File: config.mk
export PLATFORM = sky130hd
export DESIGN_NAME = gpc_port
export DESIGN_NICKNAME = d
export VERILOG_FILES = /design/src/verilog/unused_placeholder_none.sv /design/src/verilog/gpc_pkg.sv /design/src/verilog/gpc_port.sv
export SDC_FILE = /design/constraint.sdc
export NUM_CORES = 2
export LEC_CHECK = 0
export BUFFER_PORTS_ARGS = -buffer_cell sky130_fd_sc_hd__buf_2
export CORE_ASPECT_RATIO = 0.6
export CORE_MARGIN = 8
export CORE_UTILIZATION = 30
export DETAILED_ROUTE_END_ITERATION = 12
export HOLD_SLACK_MARGIN = 0.05
export PLACE_DENSITY_LB_ADDON = 0.12
export SYNTH_ARGS = -nofsm -noshare
export SYNTH_HDL_FRONTEND = slang
export SYNTH_SLANG_ARGS = --single-unit
export TNS_END_PERCENT = 20
File: constraint.sdc
create_clock -name clk -period 3 [get_ports clk]
set_input_delay 0.15 -clock clk [delete_from_list [all_inputs] [get_ports clk]]
set_output_delay 0.15 -clock clk [all_outputs]
set_load 0.02 [all_outputs]
File: src/verilog/unused_placeholder_none.sv
// Intentionally empty file holding no design
`timescale 1ns/1ns
`default_nettype none
`default_nettype wire

File: src/verilog/gpc_pkg.sv
// Package: register map, field layout and reset values of the pin controller
package gpc_pkg;
  localparam int unsigned PINS = 32;
  localparam int unsigned GROUP = 8;
  localparam int unsigned NGROUPS = 4;
  localparam int unsigned NFUNC = 4;
  localparam int unsigned AW = 10;
  // Register bases; low two address bits of the word index pick the access
  localparam logic [9:0] OFS_OWN = 10'h000;
  localparam logic [9:0] OFS_FSEL0 = 10'h010;
  localparam logic [9:0] OFS_FSEL1 = 10'h020;
  localparam logic [9:0] OFS_DRV = 10'h040;
  localparam logic [9:0] OFS_OUT = 10'h050;
  localparam logic [9:0] OFS_LEVEL = 10'h060;
  localparam logic [9:0] OFS_PULL = 10'h070;
  localparam logic [9:0] OFS_IRQEN = 10'h090;
  localparam logic [9:0] OFS_MODE0 = 10'h0A0;
  localparam logic [9:0] OFS_MODE1 = 10'h0B0;
  localparam logic [9:0] OFS_GFILT = 10'h0C0;
  localparam logic [9:0] OFS_FLAGS = 10'h0D0;
  localparam logic [9:0] OFS_EVEN = 10'h0E0;
  // Access kind at base + 4 * kind
  localparam logic [1:0] ACC_WORD = 2'h0;
  localparam logic [1:0] ACC_SET = 2'h1;
  localparam logic [1:0] ACC_CLR = 2'h2;
  localparam logic [1:0] ACC_TGL = 2'h3;
  // Interrupt mode encoding {mode1, mode0}
  localparam logic [1:0] MODE_CHANGE = 2'h0;
  localparam logic [1:0] MODE_RISE = 2'h1;
  localparam logic [1:0] MODE_FALL = 2'h2;
  // Reset values
  localparam logic [31:0] RST_OWN = 32'hFFFFFFFF;
  localparam logic [31:0] RST_ZERO = 32'h00000000;
endpackage : gpc_pkg

File: src/verilog/gpc_port.sv
// One 32-pin port of the general-purpose pin controller
// What this block does
// - 32-pin port; set, clear, toggle writes
// - Level register samples pad, gated by ownership/irq-enable
// - Unowned pin: peripheral drives value and enable
// - Owned pin driven when drive-enable bit set
// - Driven owned pin shows output level bit
// - Function number binary across two select registers
// - Peripheral reaches pin only when not owned
// - Peripheral pull-up if supported, else register
// - Pull-up enable bit switches pull-up
// - Set/clear output writes have same latency
// - Interrupt enable bit enables pin interrupt
// - Mode selects change, rising or falling
// - Detection works in GPIO and peripheral mode
// - Four request lines, groups of eight pins
// - Flags sticky until written zero
// - Interrupts only while bus clock runs
// - Register access needs running clock
// - Peripheral keeps pin with clock stopped
// - Stopped clock halts; state kept
// - Debug halt does not affect operation
// - Glitch filter: irq path, two-edge confirm
// - Four event lines, same trigger condition
`timescale 1ns/1ns
`default_nettype none
module gpc_port (
  // Clock and reset
  input wire logic clk,
  input wire logic resetn,
  // Peripheral bus register port
  input wire logic [9:0] pb_addr,
  input wire logic [31:0] pb_wdata,
  input wire logic pb_wr,
  input wire logic pb_rd,
  output logic [31:0] pb_rdata,
  // CPU local bus, output level and drive enable only
  input wire logic [9:0] lb_addr,
  input wire logic [31:0] lb_wdata,
  input wire logic lb_wr,
  // Pads
  input wire logic [31:0] pad_in,
  output logic [31:0] pad_out,
  output logic [31:0] pad_oe,
  output logic [31:0] pad_pullup,
  // Peripheral functions, one 32-bit slice per function number
  input wire logic [3:0][31:0] fn_out,
  input wire logic [3:0][31:0] fn_oe,
  input wire logic [3:0][31:0] fn_pull_ctl,
  input wire logic [3:0][31:0] fn_pull,
  // Interrupt requests and events, one per group of eight
  output logic [3:0] irq_req,
  output logic [3:0] event_line
);

  logic [31:0] own_ff;
  logic [31:0] fsel0_ff;
  logic [31:0] fsel1_ff;
  logic [31:0] drv_ff;
  logic [31:0] out_ff;
  logic [31:0] level_ff;
  logic [31:0] pull_ff;
  logic [31:0] irqen_ff;
  logic [31:0] mode0_ff;
  logic [31:0] mode1_ff;
  logic [31:0] gfilt_ff;
  logic [31:0] flags_ff;
  logic [31:0] even_ff;
  logic [31:0] rdata_ff;
  logic [31:0] sync1_ff;
  logic [31:0] sync2_ff;
  logic [31:0] filt_ff;
  logic [31:0] det_prev_ff;
  logic [3:0] irq_ff;
  logic [3:0] event_ff;

  logic [31:0] det;
  logic [31:0] cond;
  logic [31:0] nxt_flags;
  logic [31:0] nxt_out;
  logic [31:0] nxt_drv;
  logic [31:0] nxt_rdata;
  logic [3:0] nxt_irq;
  logic [3:0] nxt_event;
  logic [1:0] pb_kind;
  logic [9:0] pb_base;
  logic [1:0] lb_kind;
  logic [9:0] lb_base;

  assign pb_kind = pb_addr[3:2];
  assign pb_base = {pb_addr[9:4], 4'h0};
  assign lb_kind = lb_addr[3:2];
  assign lb_base = {lb_addr[9:4], 4'h0};

  // Word, set, clear or toggle applied to a register value
  function automatic logic [31:0] apply_acc(
    input logic [31:0] cur,
    input logic [1:0] kind,
    input logic [31:0] wd
  );
    logic [31:0] res;
    res = cur;
    unique case (kind)
      gpc_pkg::ACC_WORD: res = wd;
      gpc_pkg::ACC_SET: res = cur | wd;
      gpc_pkg::ACC_CLR: res = cur & ~wd;
      gpc_pkg::ACC_TGL: res = cur ^ wd;
    endcase
    return res;
  endfunction : apply_acc

  function automatic logic hit(
    input logic wr,
    input logic [9:0] base,
    input logic [9:0] ofs
  );
    return wr && (base == ofs);
  endfunction : hit

  // Plain configuration registers, all with four access kinds
  always_ff @(posedge clk or negedge resetn)
  begin
    if (!resetn)
    begin
      own_ff <= gpc_pkg::RST_OWN;
      fsel0_ff <= gpc_pkg::RST_ZERO;
      fsel1_ff <= gpc_pkg::RST_ZERO;
      pull_ff <= gpc_pkg::RST_ZERO;
      irqen_ff <= gpc_pkg::RST_ZERO;
      mode0_ff <= gpc_pkg::RST_ZERO;
      mode1_ff <= gpc_pkg::RST_ZERO;
      gfilt_ff <= gpc_pkg::RST_ZERO;
      even_ff <= gpc_pkg::RST_ZERO;
    end
    else
    begin
      if (hit(pb_wr, pb_base, gpc_pkg::OFS_OWN))
        own_ff <= apply_acc(own_ff, pb_kind, pb_wdata);
      if (hit(pb_wr, pb_base, gpc_pkg::OFS_FSEL0))
        fsel0_ff <= apply_acc(fsel0_ff, pb_kind, pb_wdata);
      if (hit(pb_wr, pb_base, gpc_pkg::OFS_FSEL1))
        fsel1_ff <= apply_acc(fsel1_ff, pb_kind, pb_wdata);
      if (hit(pb_wr, pb_base, gpc_pkg::OFS_PULL))
        pull_ff <= apply_acc(pull_ff, pb_kind, pb_wdata);
      if (hit(pb_wr, pb_base, gpc_pkg::OFS_IRQEN))
        irqen_ff <= apply_acc(irqen_ff, pb_kind, pb_wdata);
      if (hit(pb_wr, pb_base, gpc_pkg::OFS_MODE0))
        mode0_ff <= apply_acc(mode0_ff, pb_kind, pb_wdata);
      if (hit(pb_wr, pb_base, gpc_pkg::OFS_MODE1))
        mode1_ff <= apply_acc(mode1_ff, pb_kind, pb_wdata);
      if (hit(pb_wr, pb_base, gpc_pkg::OFS_GFILT))
        gfilt_ff <= apply_acc(gfilt_ff, pb_kind, pb_wdata);
      if (hit(pb_wr, pb_base, gpc_pkg::OFS_EVEN))
        even_ff <= apply_acc(even_ff, pb_kind, pb_wdata);
    end
  end

  // Output level and drive enable: peripheral bus first, local bus last
  always_comb
  begin
    nxt_out = out_ff;
    nxt_drv = drv_ff;
    if (hit(pb_wr, pb_base, gpc_pkg::OFS_OUT))
      nxt_out = apply_acc(nxt_out, pb_kind, pb_wdata);
    if (hit(pb_wr, pb_base, gpc_pkg::OFS_DRV))
      nxt_drv = apply_acc(nxt_drv, pb_kind, pb_wdata);
    // Same clock as the bus, so the local path never drops a write
    if (hit(lb_wr, lb_base, gpc_pkg::OFS_OUT))
      nxt_out = apply_acc(nxt_out, lb_kind, lb_wdata);
    if (hit(lb_wr, lb_base, gpc_pkg::OFS_DRV))
      nxt_drv = apply_acc(nxt_drv, lb_kind, lb_wdata);
  end

  always_ff @(posedge clk or negedge resetn)
  begin
    if (!resetn)
    begin
      out_ff <= gpc_pkg::RST_ZERO;
      drv_ff <= gpc_pkg::RST_ZERO;
    end
    else
    begin
      out_ff <= nxt_out;
      drv_ff <= nxt_drv;
    end
  end

  // Input synchroniser; first stage feeds only the second
  always_ff @(posedge clk or negedge resetn)
  begin
    if (!resetn)
    begin
      sync1_ff <= gpc_pkg::RST_ZERO;
      sync2_ff <= gpc_pkg::RST_ZERO;
    end
    else
    begin
      sync1_ff <= pad_in;
      sync2_ff <= sync1_ff;
    end
  end

  // Level register; gated bits hold to save toggling power
  always_ff @(posedge clk or negedge resetn)
  begin
    if (!resetn)
      level_ff <= gpc_pkg::RST_ZERO;
    else
    begin
      for (int i = 0; i < 32; i++)
      begin
        if (own_ff[i] || irqen_ff[i])
          level_ff[i] <= sync2_ff[i];
      end
    end
  end

  // Glitch filter: a new level is taken only once seen twice
  always_ff @(posedge clk or negedge resetn)
  begin
    if (!resetn)
    begin
      filt_ff <= gpc_pkg::RST_ZERO;
      det_prev_ff <= gpc_pkg::RST_ZERO;
    end
    else
    begin
      for (int i = 0; i < 32; i++)
      begin
        if (sync2_ff[i] == level_cmp(i))
          filt_ff[i] <= sync2_ff[i];
      end
      det_prev_ff <= det;
    end
  end

  // Previous synchronised sample, used only by the filter
  logic [31:0] sync3_ff;
  always_ff @(posedge clk or negedge resetn)
  begin
    if (!resetn)
      sync3_ff <= gpc_pkg::RST_ZERO;
    else
      sync3_ff <= sync2_ff;
  end

  function automatic logic level_cmp(input int idx);
    return sync3_ff[idx[4:0]];
  endfunction : level_cmp

  // Filter only touches the detection path, never level or peripherals
  assign det = (gfilt_ff & filt_ff) | (~gfilt_ff & sync2_ff);

  // Condition per pin; independent of ownership
  always_comb
  begin
    cond = '0;
    for (int i = 0; i < 32; i++)
    begin
      unique case ({mode1_ff[i], mode0_ff[i]})
        gpc_pkg::MODE_CHANGE: cond[i] = det[i] ^ det_prev_ff[i];
        gpc_pkg::MODE_RISE: cond[i] = det[i] & ~det_prev_ff[i];
        gpc_pkg::MODE_FALL: cond[i] = ~det[i] & det_prev_ff[i];
        default: cond[i] = 1'b0;
      endcase
    end
  end

  // Flags: write zero clears, set wins over a clear in the same cycle
  always_comb
  begin
    nxt_flags = flags_ff;
    if (hit(pb_wr, pb_base, gpc_pkg::OFS_FLAGS))
    begin
      if (pb_kind == gpc_pkg::ACC_WORD)
        nxt_flags = flags_ff & pb_wdata;
      else if (pb_kind == gpc_pkg::ACC_CLR)
        nxt_flags = flags_ff & ~pb_wdata;
    end
    nxt_flags = nxt_flags | (cond & irqen_ff);
  end

  always_ff @(posedge clk or negedge resetn)
  begin
    if (!resetn)
      flags_ff <= gpc_pkg::RST_ZERO;
    else
      flags_ff <= nxt_flags;
  end

  // Group OR of pending flags and of event triggers
  always_comb
  begin
    nxt_irq = '0;
    nxt_event = '0;
    for (int g = 0; g < 4; g++)
    begin
      nxt_irq[g] = |(flags_ff[g*8 +: 8] & irqen_ff[g*8 +: 8]);
      nxt_event[g] = |(cond[g*8 +: 8] & even_ff[g*8 +: 8]);
    end
  end

  // Request lines are flops, so they only move while the clock runs
  always_ff @(posedge clk or negedge resetn)
  begin
    if (!resetn)
    begin
      irq_ff <= '0;
      event_ff <= '0;
    end
    else
    begin
      irq_ff <= nxt_irq;
      event_ff <= nxt_event;
    end
  end

  // Read path; unmapped or write-only addresses read zero
  always_comb
  begin
    nxt_rdata = '0;
    if (pb_addr[3:2] == gpc_pkg::ACC_WORD)
    begin
      unique case (pb_base)
        gpc_pkg::OFS_OWN: nxt_rdata = own_ff;
        gpc_pkg::OFS_FSEL0: nxt_rdata = fsel0_ff;
        gpc_pkg::OFS_FSEL1: nxt_rdata = fsel1_ff;
        gpc_pkg::OFS_DRV: nxt_rdata = drv_ff;
        gpc_pkg::OFS_OUT: nxt_rdata = out_ff;
        gpc_pkg::OFS_LEVEL: nxt_rdata = level_ff;
        gpc_pkg::OFS_PULL: nxt_rdata = pull_ff;
        gpc_pkg::OFS_IRQEN: nxt_rdata = irqen_ff;
        gpc_pkg::OFS_MODE0: nxt_rdata = mode0_ff;
        gpc_pkg::OFS_MODE1: nxt_rdata = mode1_ff;
        gpc_pkg::OFS_GFILT: nxt_rdata = gfilt_ff;
        gpc_pkg::OFS_FLAGS: nxt_rdata = flags_ff;
        gpc_pkg::OFS_EVEN: nxt_rdata = even_ff;
        default: nxt_rdata = '0;
      endcase
    end
  end

  always_ff @(posedge clk or negedge resetn)
  begin
    if (!resetn)
      rdata_ff <= '0;
    else if (pb_rd)
      rdata_ff <= nxt_rdata;
    else
      rdata_ff <= '0;
  end

  // Pad mux stays combinational so peripherals keep the pin with clk off
  always_comb
  begin
    for (int i = 0; i < 32; i++)
    begin
      logic [1:0] fn;
      fn = {fsel1_ff[i], fsel0_ff[i]};
      if (own_ff[i])
      begin
        pad_out[i] = out_ff[i];
        pad_oe[i] = drv_ff[i];
        pad_pullup[i] = pull_ff[i];
      end
      else
      begin
        pad_out[i] = fn_out[fn][i];
        pad_oe[i] = fn_oe[fn][i];
        pad_pullup[i] = fn_pull_ctl[fn][i] ? fn_pull[fn][i]
                                           : pull_ff[i];
      end
    end
  end

  assign pb_rdata = rdata_ff;
  assign irq_req = irq_ff;
  assign event_line = event_ff;

endmodule : gpc_port
`default_nettype wire

==> impl_metrics.json <==
{
  "cp_max_fo": 3,
  "synth_warnings": 0,
  "cts_buffers": 73,
  "port_buffers": 764,
  "fin_tns_setup_ns": 0,
  "maxSlewViolCount": 0,
  "wl_um": 215000,
  "finalSetupViolations": 0,
  "layout-drive-gt1-share_pct": 21.73,
  "max_cap_viol_count": 0,
  "slew_headroom_pct": 26.91,
  "clk_pin_slew_ns": 0.07,
  "cp_data_required_time_ns": 3.54,
  "routed_via_density": 5.276,
  "fin_nets": 7966,
  "die_height_um": 339.7,
  "gp_congestion": 0.8194,
  "num_rows": 118,
  "post_cts_buffers": 0,
  "grt_overflow": 0,
  "drt_pass1_iterations": 5,
  "worst-slew-pin-transition_ns": 1.094,
  "fmaxAchievable_mhz": 363.0,
  "leakagePower_uw": 0.02986,
  "endpoint_kind": "flip-flop",
  "area_growth_pct": 20.82,
  "ff2ff_setup_slack_ns": 0.25,
  "ios": 769,
  "core_area_um2": 173000,
  "start_kind": "flip-flop",
  "synth_area_um2": 52400,
  "cts_resized": 0,
  "grt_pass1_wl_um": 315500,
  "drt_iter0_drc": 3477,
  "finalWorstPathRequiredPeriod_ns": 2.754,
  "holdCritPathClass": "in -> async",
  "r2r_start": "drv_ff[28]",
  "clk_latency_ns": 0.66,
  "synth_top_area_share_pct": 27.89,
  "ys_ff_latch": 616,
  "antenna_found_initial": 26,
  "syn_avg_cell_area_um2": 9.079,
  "cp.arrival_ns": 3.29,
  "ir_drop_uv": 342.2,
  "total_power_uw": 30210,
  "worst-r2r-cell-count": 11,
  "fin_crit_sh_pct": 91.82,
  "hold_viol": 0,
  "cts.sinks": 616,
  "p_per_area_nw_per_um2": 477.2,
  "synth_commonest_cells": "ha_1 (832), dfrtp_1 (584), inv_1 (567)",
  "yosysSeqAreaShare_pct": 29.50,
  "synth_ff_type": "dfrtp_1",
  "die-area_um2": 188700,
  "path_class": "reg -> reg",
  "rsz0062_at_grt": "no",
  "cts_tree": "yes",
  "grt.total_usage_pct": 21.85,
  "h-tree-depth": 3,
  "yosys-top-cells-area": "dfrtp_1 (28%), ha_1 (20%), mux4_2 (8.1%), a21oi_1 (5.3%), inv_1 (4.1%)",
  "ys_types": 59,
  "syn_nets": 7236,
  "finClkSkew_ns": 0.01783,
  "wire_per_inst_um": 24.13,
  "grt_max_degree": 125,
  "cts.hold.buffers_added": 105,
  "postSynth.asyncResetShare_pct": 100.0,
  "synth_enable_flop_cells": 0,
  "clockBufferDepth": 3,
  "ant_nets": 0,
  "yosysMostFrequentCell": "ha_1",
  "first_global_vias": 45710,
  "die_w_um": 555.5,
  "num_vias": 47011,
  "synth_top_area_cell": "dfrtp_1",
  "start_util_pct": 30.28,
  "clock-root-buffer": "clkbuf_16",
  "status": "finished clean",
  "drc": 0,
  "dp_hpwl_um": 153600,
  "r2r_end": "drv_ff[28]",
  "syn_inst": 5771
}
==> critical path, cell delays in order (launching register included) <==
cell and delay (ns):
dfrtp_1 0.42, inv_1 0.18, ha_1 0.27, nand2_1 0.06, o21ai_0 0.08, a211oi_1 0.24, a21oi_1 0.09, ha_1 0.21
a211oi_1 0.28, a21oi_1 0.07, o22a_1 0.19, dlygate4sd3_1 0.55
==> metrics by stage <==
| step | worst slack [ns] | util [%] | hold slack [ns] | instance area (um2) | cells |
|---|---|---|---|---|---|
| after global placement | 0.2660 | 34.54 | 0.2150 | 59770 | 8661 |
| after floorplan | 0.6215 | - | -0.1456 | 52400 | 5771 |
| after global routing | 0.04574 | 36.57 | 0.09292 | 63290 | 8903 |
| after CTS | 0.2416 | 36.57 | 0.06110 | 63280 | 8899 |
| after detailed placement | 0.1940 | 34.54 | 0.2152 | 59770 | 8661 |
| final | 0.2455 | 36.59 | 0.1051 | 63310 | 8911 |
==> power breakdown <==
group          leakage (uW)  internal (uW)  total, uW  switching, uW
registers           0.00666           9580      11500           1870
clock network       0.00122           5460       9580           4120
logic                0.0220           4030       9180           5150
total                0.0299          19100      30200          11100
==> layer usage <==
metal  vias to the layer above  part of all wire (%)  track usage [%]
met5                         -                 0.017                0
met4                         6                   2.1            4.729
met3                       233                   5.7            3.317
met2                      1379                    43            33.35
met1                     23209                    49            32.39
li1                      22184                     -                -
==> cell type report <==
cell class	instances	area [um2]
inverter	599	2248
antenna	12	30.03
sequential	616	15450
multi-input combinational	4139	33150
tap	2340	2928
clock buffer	109	2217
clock inverter	24	234.0
fill	17540	109700
timing repair buffer	1072	7044
==> kinds of logic after synthesis <==
logic type / share of synthesized area [%]
AOI/OAI and AO/OA: 21.74
xor gates and xnor gates: 0.5015
adders and majority gates: 20.48
buffers and inverters: 7.548
DFF: 29.50
muxes: 11.28
and+or+nand+nor: 8.950
==> cells in the final DEF (no fill, tap or decap), types with 15 or more instances in the layout <==
master / n
and3_1: 15
a211oi_1: 220
a2bb2oi_1: 23
nand3_1: 124
mux2i_1: 108
a22o_1: 66
o22a_1: 16
xnor2_1: 30
o21ai_0: 422
o221ai_1: 21
dfrtp_1: 584
clkbuf_16: 77
clkinv_2: 16
a31o_2: 32
nor3_1: 21
nand2_1: 467
mux4_2: 188
dlygate4sd3_1: 105
a221oi_1: 28
mux2_2: 53
clkbuf_8: 17
nor2_1: 349
buf_12: 48
maj3_1: 32
buf_4: 156
nor2b_1: 45
o22ai_1: 20
a22oi_1: 153
clkbuf_1: 15
a21oi_1: 555
clkinv_1: 32
ha_1: 832
inv_1: 567
buf_2: 758
a31oi_1: 31
dfstp_2: 32
o211ai_1: 98
a211o_1: 92
==> worst max-delay path by stage <==
stage,from,end,cells past startpoint
after floorplan,pb_addr[6],out_ff[30],12
after global placement,pb_addr[7],drv_ff[31],11
after detailed placement,pb_addr[7],drv_ff[31],11
after CTS,drv_ff[28],drv_ff[28],11
after global routing,drv_ff[28],drv_ff[28],11
final,drv_ff[28],drv_ff[28],11
No activity file was read; power rests on OpenSTA's default activity.
